### config.mk
export PLATFORM = sky130hd
export DESIGN_NAME = dlc_label_change
export DESIGN_NICKNAME = d
export VERILOG_FILES = /design/src/dlc_pkg.sv /design/src/dlc_label_change.sv /design/src/dlc_rsp_buf.sv /design/src/dlc_wait_timer.sv
export SDC_FILE = /design/constraint.sdc
export NUM_CORES = 1
export LEC_CHECK = 0
export ABC_AREA = 1
export BUFFER_PORTS_ARGS = -buffer_cell sky130_fd_sc_hd__buf_4
export CAP_MARGIN = 25
export CORE_MARGIN = 5
export CORE_UTILIZATION = 49
export DETAILED_ROUTE_END_ITERATION = 8
export GPL_ROUTABILITY_DRIVEN = 0
export PLACE_DENSITY = 0.7
export SYNTH_ARGS = -nofsm -noshare
export SYNTH_HDL_FRONTEND = slang
export SYNTH_SLANG_ARGS = --single-unit
### constraint.sdc
create_clock -name ref_clk -period 3.1 [get_ports ref_clk]
set_clock_uncertainty 0.05 [all_clocks]
set_input_delay 0.155 -clock ref_clk [delete_from_list [all_inputs] [get_ports ref_clk]]
set_output_delay 0.155 -clock ref_clk [all_outputs]
set_load 0.02 [all_outputs]
### src/dlc_pkg.sv
// package for the downstream label change handler: constants, types, structs
package dlc_pkg;

  localparam int NUM_LABELS  = 4;
  localparam int NUM_CHAN    = 8;
  localparam int NUM_IF      = 8;
  localparam int NUM_ADDR    = 4;
  localparam int TXN_W       = 16;
  localparam int WAIT_W      = 16;
  localparam int RETRY_W     = 4;
  localparam int LBL_W       = 2;
  localparam int ADDR_IDX_W  = 2;
  localparam int ERR_W       = 8;

  // retry interval of the acknowledge timer, in microseconds and in cycles
  localparam int CLK_MHZ        = 50;
  localparam int ACK_RETRY_US   = 10;
  localparam int ACK_RETRY_CYC  = ACK_RETRY_US * CLK_MHZ;
  localparam logic [RETRY_W-1:0] RETRY_LIMIT_DEF = 4'h3;

  // error codes returned in a rejecting response
  localparam logic [ERR_W-1:0] ERR_NONE      = 8'h00;
  localparam logic [ERR_W-1:0] ERR_BAD_LABEL = 8'h01;
  localparam logic [ERR_W-1:0] ERR_NO_ENC    = 8'h02;
  localparam logic [ERR_W-1:0] ERR_NOT_MC    = 8'h03;

  // request kind carried by a change request
  typedef enum logic [1:0] {
    DLC_OP_CHANLIST,
    DLC_OP_WAITTIME,
    DLC_OP_MCAST_SET,
    DLC_OP_MCAST_DEL
  } dlc_op_t;

  // decoded change request
  typedef struct packed {
    logic [TXN_W-1:0]       txn_id;
    dlc_op_t                op;
    logic [LBL_W-1:0]       label;
    logic [NUM_CHAN-1:0]    chan_list;
    logic [WAIT_W-1:0]      wait_time;
    logic                   has_addr;
    logic [NUM_ADDR-1:0]    addr_valid;
    logic [NUM_ADDR*NUM_IF-1:0] addr_ifs;
    logic                   has_mask;
    logic [NUM_IF-1:0]      if_mask;
  } dlc_req_t;

  // change response word
  typedef struct packed {
    logic [TXN_W-1:0] txn_id;
    logic             reject;
    logic [ERR_W-1:0] err_code;
  } dlc_rsp_t;

endpackage : dlc_pkg

### src/dlc_label_change.sv
// modem-side handler for label change requests, responses and acknowledges
// What this block and the headend do
// headend keeps old list until response
// headend delays acknowledge after response
// request widens loss detection to union
// filter discards outside union while pending
// acknowledge: wait, then contract to new
// headend reverts list on missing response
// no acknowledge: log, restore loss detection
// headend applies skew reduction first
// headend applies skew increase after responses
// apply wait time before responding
// no forwarding before label configured
// headend: request, response, then acknowledge
// headend recovers failed multicast change
// headend adds label with encodings
// addresses only: mask treated zero
// mask only: bind mask interfaces
// both: bind union of sets
// neither: keep binding unchanged
// addresses only: replace list, keep mask
// mask only: replace mask, keep list
// both: update both, bind union
// delete ignores encodings, clears state
// invalid request rejected with error code
// acknowledge enables loss detection on every configured non-multicast label
// track transaction, ignore mismatches, count retries
`timescale 1ns/1ps
`default_nettype none
module dlc_label_change #(
  parameter int                           RETRY_CYC = dlc_pkg::ACK_RETRY_CYC,
  parameter logic [dlc_pkg::RETRY_W-1:0]  RETRY_MAX = dlc_pkg::RETRY_LIMIT_DEF
) (
  // clock and reset
  input  wire logic                         ref_clk,
  input  wire logic                         sys_rst,
  // change requests from the message parser
  input  wire logic                         req_valid,
  output logic                              req_ready,
  input  wire dlc_pkg::dlc_req_t            req_data,
  // change acknowledges
  input  wire logic                         ack_valid,
  input  wire logic [dlc_pkg::TXN_W-1:0]    ack_txn_id,
  // change responses toward the transmitter
  output logic                              rsp_valid,
  input  wire logic                         rsp_ready,
  output dlc_pkg::dlc_rsp_t                 rsp_data,
  // frame filter query
  input  wire logic [dlc_pkg::LBL_W-1:0]    frm_label,
  input  wire logic [dlc_pkg::NUM_CHAN-1:0] frm_chan,
  output logic                              frm_accept,
  output logic [dlc_pkg::NUM_IF-1:0]        frm_ifs,
  // per-label loss detection status and one block-wide acknowledge failure flag
  output logic [dlc_pkg::NUM_LABELS-1:0]    loss_det_en,
  output logic                              ack_error
);

  localparam int NL = dlc_pkg::NUM_LABELS;
  localparam int NC = dlc_pkg::NUM_CHAN;
  localparam int NI = dlc_pkg::NUM_IF;
  localparam int NA = dlc_pkg::NUM_ADDR;
  localparam int RW = $clog2(RETRY_CYC + 1);
  localparam logic [RW-1:0] RETRY_LOAD = RW'(RETRY_CYC - 1);

  typedef enum logic [1:0] {
    DLC_IDLE,
    DLC_RESPOND,
    DLC_AWAIT_ACK,
    DLC_SETTLE
  } dlc_state_t;

  // per-label state
  logic [NC-1:0]          cur_list_q [NL];
  logic [NC-1:0]          new_list_q [NL];
  logic [NC-1:0]          filt_list_q[NL];
  logic [dlc_pkg::WAIT_W-1:0] wait_q [NL];
  logic [NI-1:0]          mask_q     [NL];
  logic [NA-1:0]          addr_v_q   [NL];
  logic [NA*NI-1:0]       addr_if_q  [NL];
  logic [NL-1:0]          is_mc_q;
  logic [NL-1:0]          cfg_q;
  logic [NL-1:0]          lde_q;

  // transaction state
  dlc_state_t                 st_q;
  dlc_pkg::dlc_req_t          cur_q;
  logic [dlc_pkg::RETRY_W-1:0] retry_q;
  logic [RW-1:0]              tmr_q;
  logic                       ack_err_q;
  dlc_pkg::dlc_rsp_t          rsp_word;
  logic                       rsp_push;
  logic                       buf_ready;
  logic                       ack_hit;
  logic                       retry_out;
  logic                       settle_done;
  logic                       settle_busy;
  logic [dlc_pkg::ERR_W-1:0]  chk_err;
  logic [NI-1:0]              addr_union;
  logic [NI-1:0]              bind_ifs [NL];
  logic [dlc_pkg::ERR_W-1:0]  chk_err_q;

  // requests are taken only while idle and only one transaction stands
  assign req_ready   = (st_q == DLC_IDLE);
  // match acknowledge id
  assign ack_hit     = ack_valid && (st_q == DLC_AWAIT_ACK) && (ack_txn_id == cur_q.txn_id);
  assign retry_out   = (st_q == DLC_AWAIT_ACK) && (tmr_q == '0) && (retry_q == RETRY_MAX);
  assign loss_det_en = lde_q;
  assign ack_error   = ack_err_q;

  // validity check on the request
  always_comb begin
    chk_err = dlc_pkg::ERR_NONE;
    if (req_data.op == dlc_pkg::DLC_OP_MCAST_SET) begin
      if (!cfg_q[req_data.label] && !req_data.has_addr && !req_data.has_mask)
        chk_err = dlc_pkg::ERR_NO_ENC;
      else if (cfg_q[req_data.label] && !is_mc_q[req_data.label])
        chk_err = dlc_pkg::ERR_NOT_MC;
    end else if (req_data.op == dlc_pkg::DLC_OP_MCAST_DEL) begin
      if (!cfg_q[req_data.label] || !is_mc_q[req_data.label])
        chk_err = dlc_pkg::ERR_BAD_LABEL;
    end else if (cfg_q[req_data.label] && is_mc_q[req_data.label]) begin
      chk_err = dlc_pkg::ERR_NOT_MC;
    end
  end

  // transaction sequencer
  always_ff @(posedge ref_clk) begin
    if (sys_rst) begin
      st_q    <= DLC_IDLE;
      cur_q   <= '0;
      retry_q <= '0;
      tmr_q   <= '0;
    end else begin
      unique case (st_q)
        DLC_IDLE: begin
          if (req_valid) begin
            cur_q <= req_data;
            st_q  <= DLC_RESPOND;
          end
        end
        DLC_RESPOND: begin
          if (buf_ready) begin
            retry_q <= '0;
            tmr_q   <= RETRY_LOAD;
            if (rsp_word.reject || cur_q.op != dlc_pkg::DLC_OP_CHANLIST)
              st_q <= DLC_IDLE;
            else
              st_q <= DLC_AWAIT_ACK;
          end
        end
        DLC_AWAIT_ACK: begin
          // retry counting
          if (ack_hit) begin
            st_q <= DLC_SETTLE;
          end else if (retry_out) begin
            st_q <= DLC_IDLE;
          end else if (tmr_q == '0) begin
            retry_q <= retry_q + 1'b1;
            tmr_q   <= RETRY_LOAD;
          end else begin
            tmr_q <= tmr_q - 1'b1;
          end
        end
        DLC_SETTLE: begin
          if (settle_done) st_q <= DLC_IDLE;
        end
      endcase
    end
  end

  // rejecting response carries an error code
  always_comb begin
    rsp_word.txn_id   = cur_q.txn_id;
    rsp_word.err_code = chk_err_q;
    rsp_word.reject   = (chk_err_q != dlc_pkg::ERR_NONE);
  end
  // request check captured at the taken edge, request bus may move after
  always_ff @(posedge ref_clk) begin
    if (sys_rst) chk_err_q <= dlc_pkg::ERR_NONE;
    else if (st_q == DLC_IDLE && req_valid) chk_err_q <= chk_err;
  end
  // response pushed only after the label update has landed
  assign rsp_push = (st_q == DLC_RESPOND);

  // resequencing wait before contraction
  dlc_wait_timer #(.WIDTH(dlc_pkg::WAIT_W)) u_wait (
    .ref_clk (ref_clk),
    .sys_rst (sys_rst),
    .start   (ack_hit),
    .load    (wait_q[cur_q.label]),
    .busy    (settle_busy),
    .done    (settle_done)
  );

  // acknowledge failure log, sticky until reset
  always_ff @(posedge ref_clk) begin
    if (sys_rst) ack_err_q <= 1'b0;
    // log missing acknowledge
    else if (retry_out) ack_err_q <= 1'b1;
  end

  // per-label configuration updates
  genvar g;
  generate
    for (g = 0; g < NL; g++) begin : g_lbl
      localparam int LBL_W = dlc_pkg::LBL_W;
      logic sel;
      assign sel = (st_q == DLC_IDLE) && req_valid && (chk_err == dlc_pkg::ERR_NONE)
                   && (req_data.label == LBL_W'(g));

      always_ff @(posedge ref_clk) begin
        if (sys_rst) begin
          cur_list_q[g]  <= '0;
          new_list_q[g]  <= '0;
          filt_list_q[g] <= '0;
          wait_q[g]      <= '0;
          mask_q[g]      <= '0;
          addr_v_q[g]    <= '0;
          addr_if_q[g]   <= '0;
          is_mc_q[g]     <= 1'b0;
          cfg_q[g]       <= 1'b0;
          lde_q[g]       <= 1'b0;
        end else if (sel) begin
          unique case (req_data.op)
            dlc_pkg::DLC_OP_CHANLIST: begin
              // widen loss detection to the union
              new_list_q[g]  <= req_data.chan_list;
              lde_q[g]       <= 1'b1;
              // filter keeps the union while pending
              filt_list_q[g] <= cur_list_q[g] | req_data.chan_list;
              cfg_q[g]       <= 1'b1;
            end
            dlc_pkg::DLC_OP_WAITTIME: begin
              // new wait time applied
              wait_q[g] <= req_data.wait_time;
              cfg_q[g]  <= 1'b1;
            end
            dlc_pkg::DLC_OP_MCAST_SET: begin
              is_mc_q[g] <= 1'b1;
              cfg_q[g]   <= 1'b1;
              if (!cfg_q[g]) begin
                // addresses only: mask zero
                mask_q[g]    <= req_data.has_mask ? req_data.if_mask : '0;
                addr_v_q[g]  <= req_data.has_addr ? req_data.addr_valid : '0;
                addr_if_q[g] <= req_data.addr_ifs;
              end else begin
                // replace only what is carried; R18 neither keeps all
                if (req_data.has_mask) mask_q[g] <= req_data.if_mask;
                if (req_data.has_addr) begin
                  addr_v_q[g]  <= req_data.addr_valid;
                  addr_if_q[g] <= req_data.addr_ifs;
                end
              end
            end
            dlc_pkg::DLC_OP_MCAST_DEL: begin
              // delete clears all forwarding state
              is_mc_q[g]   <= 1'b0;
              cfg_q[g]     <= 1'b0;
              mask_q[g]    <= '0;
              addr_v_q[g]  <= '0;
              addr_if_q[g] <= '0;
            end
          endcase
        end else if (settle_done && cur_q.label == LBL_W'(g)) begin
          // contract to the new list
          cur_list_q[g]  <= new_list_q[g];
          filt_list_q[g] <= new_list_q[g];
          // loss detection stays on over the new list
          lde_q[g]       <= 1'b1;
        end else if (ack_hit && cfg_q[g] && !is_mc_q[g]) begin
          // acknowledge enables loss detection on every configured non-multicast label
          lde_q[g] <= 1'b1;
        end else if (retry_out && cur_q.label == LBL_W'(g)) begin
          // restore loss detection, keep union filter
          lde_q[g] <= 1'b1;
        end
      end

      // union of address and mask interfaces
      always_comb begin
        bind_ifs[g] = mask_q[g];
        for (int a = 0; a < NA; a++) begin
          if (addr_v_q[g][a]) bind_ifs[g] = bind_ifs[g] | addr_if_q[g][a*NI +: NI];
        end
      end
    end
  endgenerate

  // frame filter; R11 unconfigured labels never forward
  always_comb begin
    frm_accept = cfg_q[frm_label] &&
                 (is_mc_q[frm_label] || ((frm_chan & filt_list_q[frm_label]) != '0));
    // forward only to bound interfaces
    frm_ifs = is_mc_q[frm_label] ? bind_ifs[frm_label] : '0;
  end

  // response buffer so a stalled transmitter loses no response
  dlc_rsp_buf #(.WIDTH($bits(dlc_pkg::dlc_rsp_t))) u_rsp (
    .ref_clk   (ref_clk),
    .sys_rst   (sys_rst),
    .in_valid  (rsp_push),
    .in_ready  (buf_ready),
    .in_data   (rsp_word),
    .out_valid (rsp_valid),
    .out_ready (rsp_ready),
    .out_data  (rsp_data)
  );
endmodule : dlc_label_change
`default_nettype wire

### src/dlc_rsp_buf.sv
// two-entry response buffer with valid and ready on both sides
`timescale 1ns/1ps
`default_nettype none
module dlc_rsp_buf #(
  parameter int WIDTH = 8
) (
  // clock and reset
  input  wire logic             ref_clk,
  input  wire logic             sys_rst,
  // fill side
  input  wire logic             in_valid,
  output logic                  in_ready,
  input  wire logic [WIDTH-1:0] in_data,
  // drain side
  output logic                  out_valid,
  input  wire logic             out_ready,
  output logic [WIDTH-1:0]      out_data
);

  logic [WIDTH-1:0] mem_q [2];
  logic             rd_q;
  logic             wr_q;
  logic [1:0]       cnt_q;
  logic             push;
  logic             pop;

  // handshakes; full buffer stalls the writer
  assign in_ready  = (cnt_q != 2'h2);
  assign out_valid = (cnt_q != 2'h0);
  assign push      = in_valid && in_ready;
  assign pop       = out_valid && out_ready;
  assign out_data  = mem_q[rd_q];

  // storage write
  always_ff @(posedge ref_clk) begin
    if (push) begin
      mem_q[wr_q] <= in_data;
    end
  end

  // pointers and fill count
  always_ff @(posedge ref_clk) begin
    if (sys_rst) begin
      rd_q  <= 1'b0;
      wr_q  <= 1'b0;
      cnt_q <= 2'h0;
    end else begin
      if (push) wr_q <= ~wr_q;
      if (pop)  rd_q <= ~rd_q;
      cnt_q <= cnt_q + {1'b0, push} - {1'b0, pop};
    end
  end

endmodule : dlc_rsp_buf
`default_nettype wire

### src/dlc_wait_timer.sv
// countdown timer for the resequencing wait before contracting a channel list
`timescale 1ns/1ps
`default_nettype none
module dlc_wait_timer #(
  parameter int WIDTH = 16
) (
  // clock and reset
  input  wire logic             ref_clk,
  input  wire logic             sys_rst,
  // control
  input  wire logic             start,
  input  wire logic [WIDTH-1:0] load,
  output logic                  busy,
  output logic                  done
);

  logic [WIDTH-1:0] cnt_q;
  logic             run_q;

  assign busy = run_q;

  // a zero load expires on the next edge
  always_ff @(posedge ref_clk) begin
    if (sys_rst) begin
      cnt_q <= '0;
      run_q <= 1'b0;
      done  <= 1'b0;
    end else begin
      done <= 1'b0;
      if (start) begin
        cnt_q <= load;
        run_q <= 1'b1;
      end else if (run_q) begin
        if (cnt_q == '0) begin
          run_q <= 1'b0;
          done  <= 1'b1;
        end else begin
          cnt_q <= cnt_q - 1'b1;
        end
      end
    end
  end

endmodule : dlc_wait_timer
`default_nettype wire

==> impl_metrics.tcl <==
set metrics [dict create \
    status "finished, final reports clean" \
    max_slew_margin 0.3559 \
    leakage_nw 10.89 \
    first_iter_violations 1552 \
    grt_pass1_vias 16324 \
    ios 162 \
    firstDrtPassIters 5 \
    switchingPower_w 0.004399 \
    comb_power_share 0.183 \
    crit_type "primary input to flop" \
    cts_buffers 47 \
    core_area_mm2 0.04204 \
    drive_gt1_frac 0.1515 \
    fin_ws_ns 0.2481 \
    drtAntennaViolNets 0 \
    synth-edff-count 374 \
    layout.nets 2547 \
    fmax_mhz 350.6 \
    htreeDepth 2 \
    ys_ff_latch 449 \
    maxCapViolations 0 \
    preCtsSetupSlack_ns 0.1239 \
    ir_worst_vdd_mv 0.4318 \
    cts.root.buffer_cell "clkbuf_16" \
    power_density_mw_per_mm2 627.1 \
    synthesis.area_mm2 0.02085 \
    power.internal_w 0.01129 \
    layout_common_cells "nand2_1 (434), nor2_1 (393), edfxtp_1 (374), inv_1 (212), buf_4 (192)" \
    switching_share 0.2804 \
    fin_tns_setup_ns 0 \
    min_path_type "primary input to flop" \
    post-route-period-util 0.9200 \
    dp_cells 2819 \
    antenna_found_initial 1 \
    insertedDiodeCount 0 \
    fin_area_mm2 0.02502 \
    final_cells 2995 \
    cts_tree "yes" \
    area_delta_synth_final_pct 19.97 \
    drc_errors 0 \
    tightestPinTransition_ns 0.9651 \
    reg2reg_depth 14 \
    async_flop_share 0 \
    cp_max_fo 16 \
    grt.overflow.total 0 \
    grt_setup_unrepaired "false" \
    fillers 3589 \
    io_buffers 155 \
    row_count 75 \
    pwr-share-seq 0.472 \
    crit_chain "dlygate4sd3_1, buf_4, inv_1, nand3_1, nand2_1, o21ai_1, inv_1, ha_1, nor2_1, nor2_1, nand2_1, a21oi_4, o2111ai_2, buf_12, nor2_1" \
    setup_viol 0 \
    start_kind "primary input" \
    vias_per_cell 5.534 \
    grt_max_degree 46 \
    synthFlopType "edfxtp_1" \
    clk_latency_ns 0.56 \
    start_util 0.4960 \
    die_y_um 216.3 \
    synthDistinctLibCells 58 \
    layout_commonest_cell "nand2_1" \
    hold_viol 0 \
    wl_per_cell_um 19.22 \
    cp_common_cell "nor2_1" \
    cpPeakStageDelay_ns 0.57 \
    critical_path_arrival_ns 3.22 \
    clk_path_buf_depth 3 \
    path_depth 15 \
    grt_first_pass_wirelength_um 89730 \
    synth-seq-area-share 0.6106 \
    die_w_um 216.3 \
    cts_setup_buffers 0 \
    clkPwrFrac 0.346 \
    routed_wl_um 57570 \
    cp.required_ns 3.47 \
    yosysWarnings 0 \
    hpwl_um 39720 \
    cpLargestDelayFamily "buffers and inverters" \
    critPathSlowestCell "dlygate4sd3_1" \
    cp-end-kind "flop" \
    holdPathStages 4 \
    fin_crit_ns 2.852 \
    dpl_cell_area_mm2 0.02264 \
    synth_area_per_cell_um2 9.561 \
    clock-sinks 449 \
    drv_slew 0 \
    gr-usage-all-layers 0.2419 \
    vias 16574 \
    cp_num_buf_inv 5 \
    synth_cells 2181 \
    clk_pin_slew_ns 0.06 \
    die_area_mm2 0.04678 \
]
## cell families (layout without fill, tap and decap cells)
family                   Yosys count  after routing  synth area share
flip-flops                       449            449            0.6106
other                              1              6         0.0001798
multiplexers                      19             19           0.01026
adder cells (fa/ha/maj)            7              7          0.004200
AO/OA/AOI/OAI                    292            292           0.08058
AND/OR/NAND/NOR                 1069           1069            0.2229
buffers and inverters            328            598           0.06456
XOR/XNOR                          16             16          0.006720
## final cells by class
| class | instances | area (µm²) | share of cell area |
|---|---|---|---|
| Clock buffer | 64 | 1292 | 0.05166 |
| Clock inverter | 22 | 176.4 | 0.007052 |
| Inverter | 224 | 849.6 | 0.03396 |
| Multi-Input combinational cell | 1409 | 6828 | 0.2729 |
| Sequential cell | 449 | 12730 | 0.5090 |
| Tap cell | 539 | 674.4 | 0.02696 |
| Timing Repair Buffer | 288 | 2462 | 0.09842 |
## metal layers
metal  vias up  global-route usage  share of wire
met2       714              0.4037           0.48
met5         -                   0        0.00012
met1      7888              0.3128           0.39
li1       7794                   -              -
met3       176             0.03391          0.073
met4         2              0.1185          0.052
## path summary, 6_finish.rpt
path	startpoint	slack [ns]	to
hold / removal	req_data[65]	0.02	filt_list_q[0][3]
hold reg to reg	ack_error	0.41	ack_error
setup / recovery	req_data[71]	0.25	addr_if_q[0][27]
setup reg to reg	cfg_q[0]	0.32	addr_if_q[0][27]
## cells in the mapped netlist, types with 25 or more instances
library cell,count,area share
nand2_1,438,0.079
nor2_1,396,0.071
edfxtp_1,374,0.54
inv_1,212,0.038
o21ai_0,125,0.030
nand3_1,83,0.020
a21oi_1,82,0.020
dfxtp_1,75,0.072
clkbuf_1,58,0.010
nand4_1,55,0.017
or2_2,33,0.0099
buf_2,25,0.0060
## metrics by stage
stage               utilization  hold slack (ns)  power, W
floorplan                     -           0.2709  0.009231
global placement         0.5385           0.3617   0.01018
detailed placement       0.5385           0.3860   0.01027
CTS                      0.5949        0.0002514   0.01577
global route             0.5951          0.02227   0.01637
finish                   0.5951          0.01885   0.01569
## repair_timing
action	in CTS	in global routing
setup endpoints to repair	0	97
hold buffers	90	0
gates resized for setup	0	1
hold endpoints to repair	286	0
## sequential cells by signal (all words and copies together), names as in the netlist, 20 cells and up, named ones only
signal,cells
addr_if_q,128
cur_list_q,32
cur_q,20
filt_list_q,32
mask_q,32
new_list_q,32
u_rsp.mem_q,38
wait_q,64
## power by group through the flow
stage	Clock, W	Sequential, W	Combinational, W
finish	0.00543	0.00740	0.00286
global route	0.00576	0.00746	0.00316
CTS	0.00552	0.00740	0.00285
detailed placement	0	0.00752	0.00275
global placement	0	0.00750	0.00268
floorplan	0	0.00738	0.00185
## worst reg2reg max path: cells and delay by family, from the launching register on
family / cells / cell delay, ns
buffers and inverters: 2 / 0.42
and+or+nand+nor: 8 / 0.66
DFF: 1 / 0.33
AOI/OAI and AO/OA: 3 / 0.91
adders and majority gates: 1 / 0.26
No activity file was read; power rests on OpenSTA's default activity.
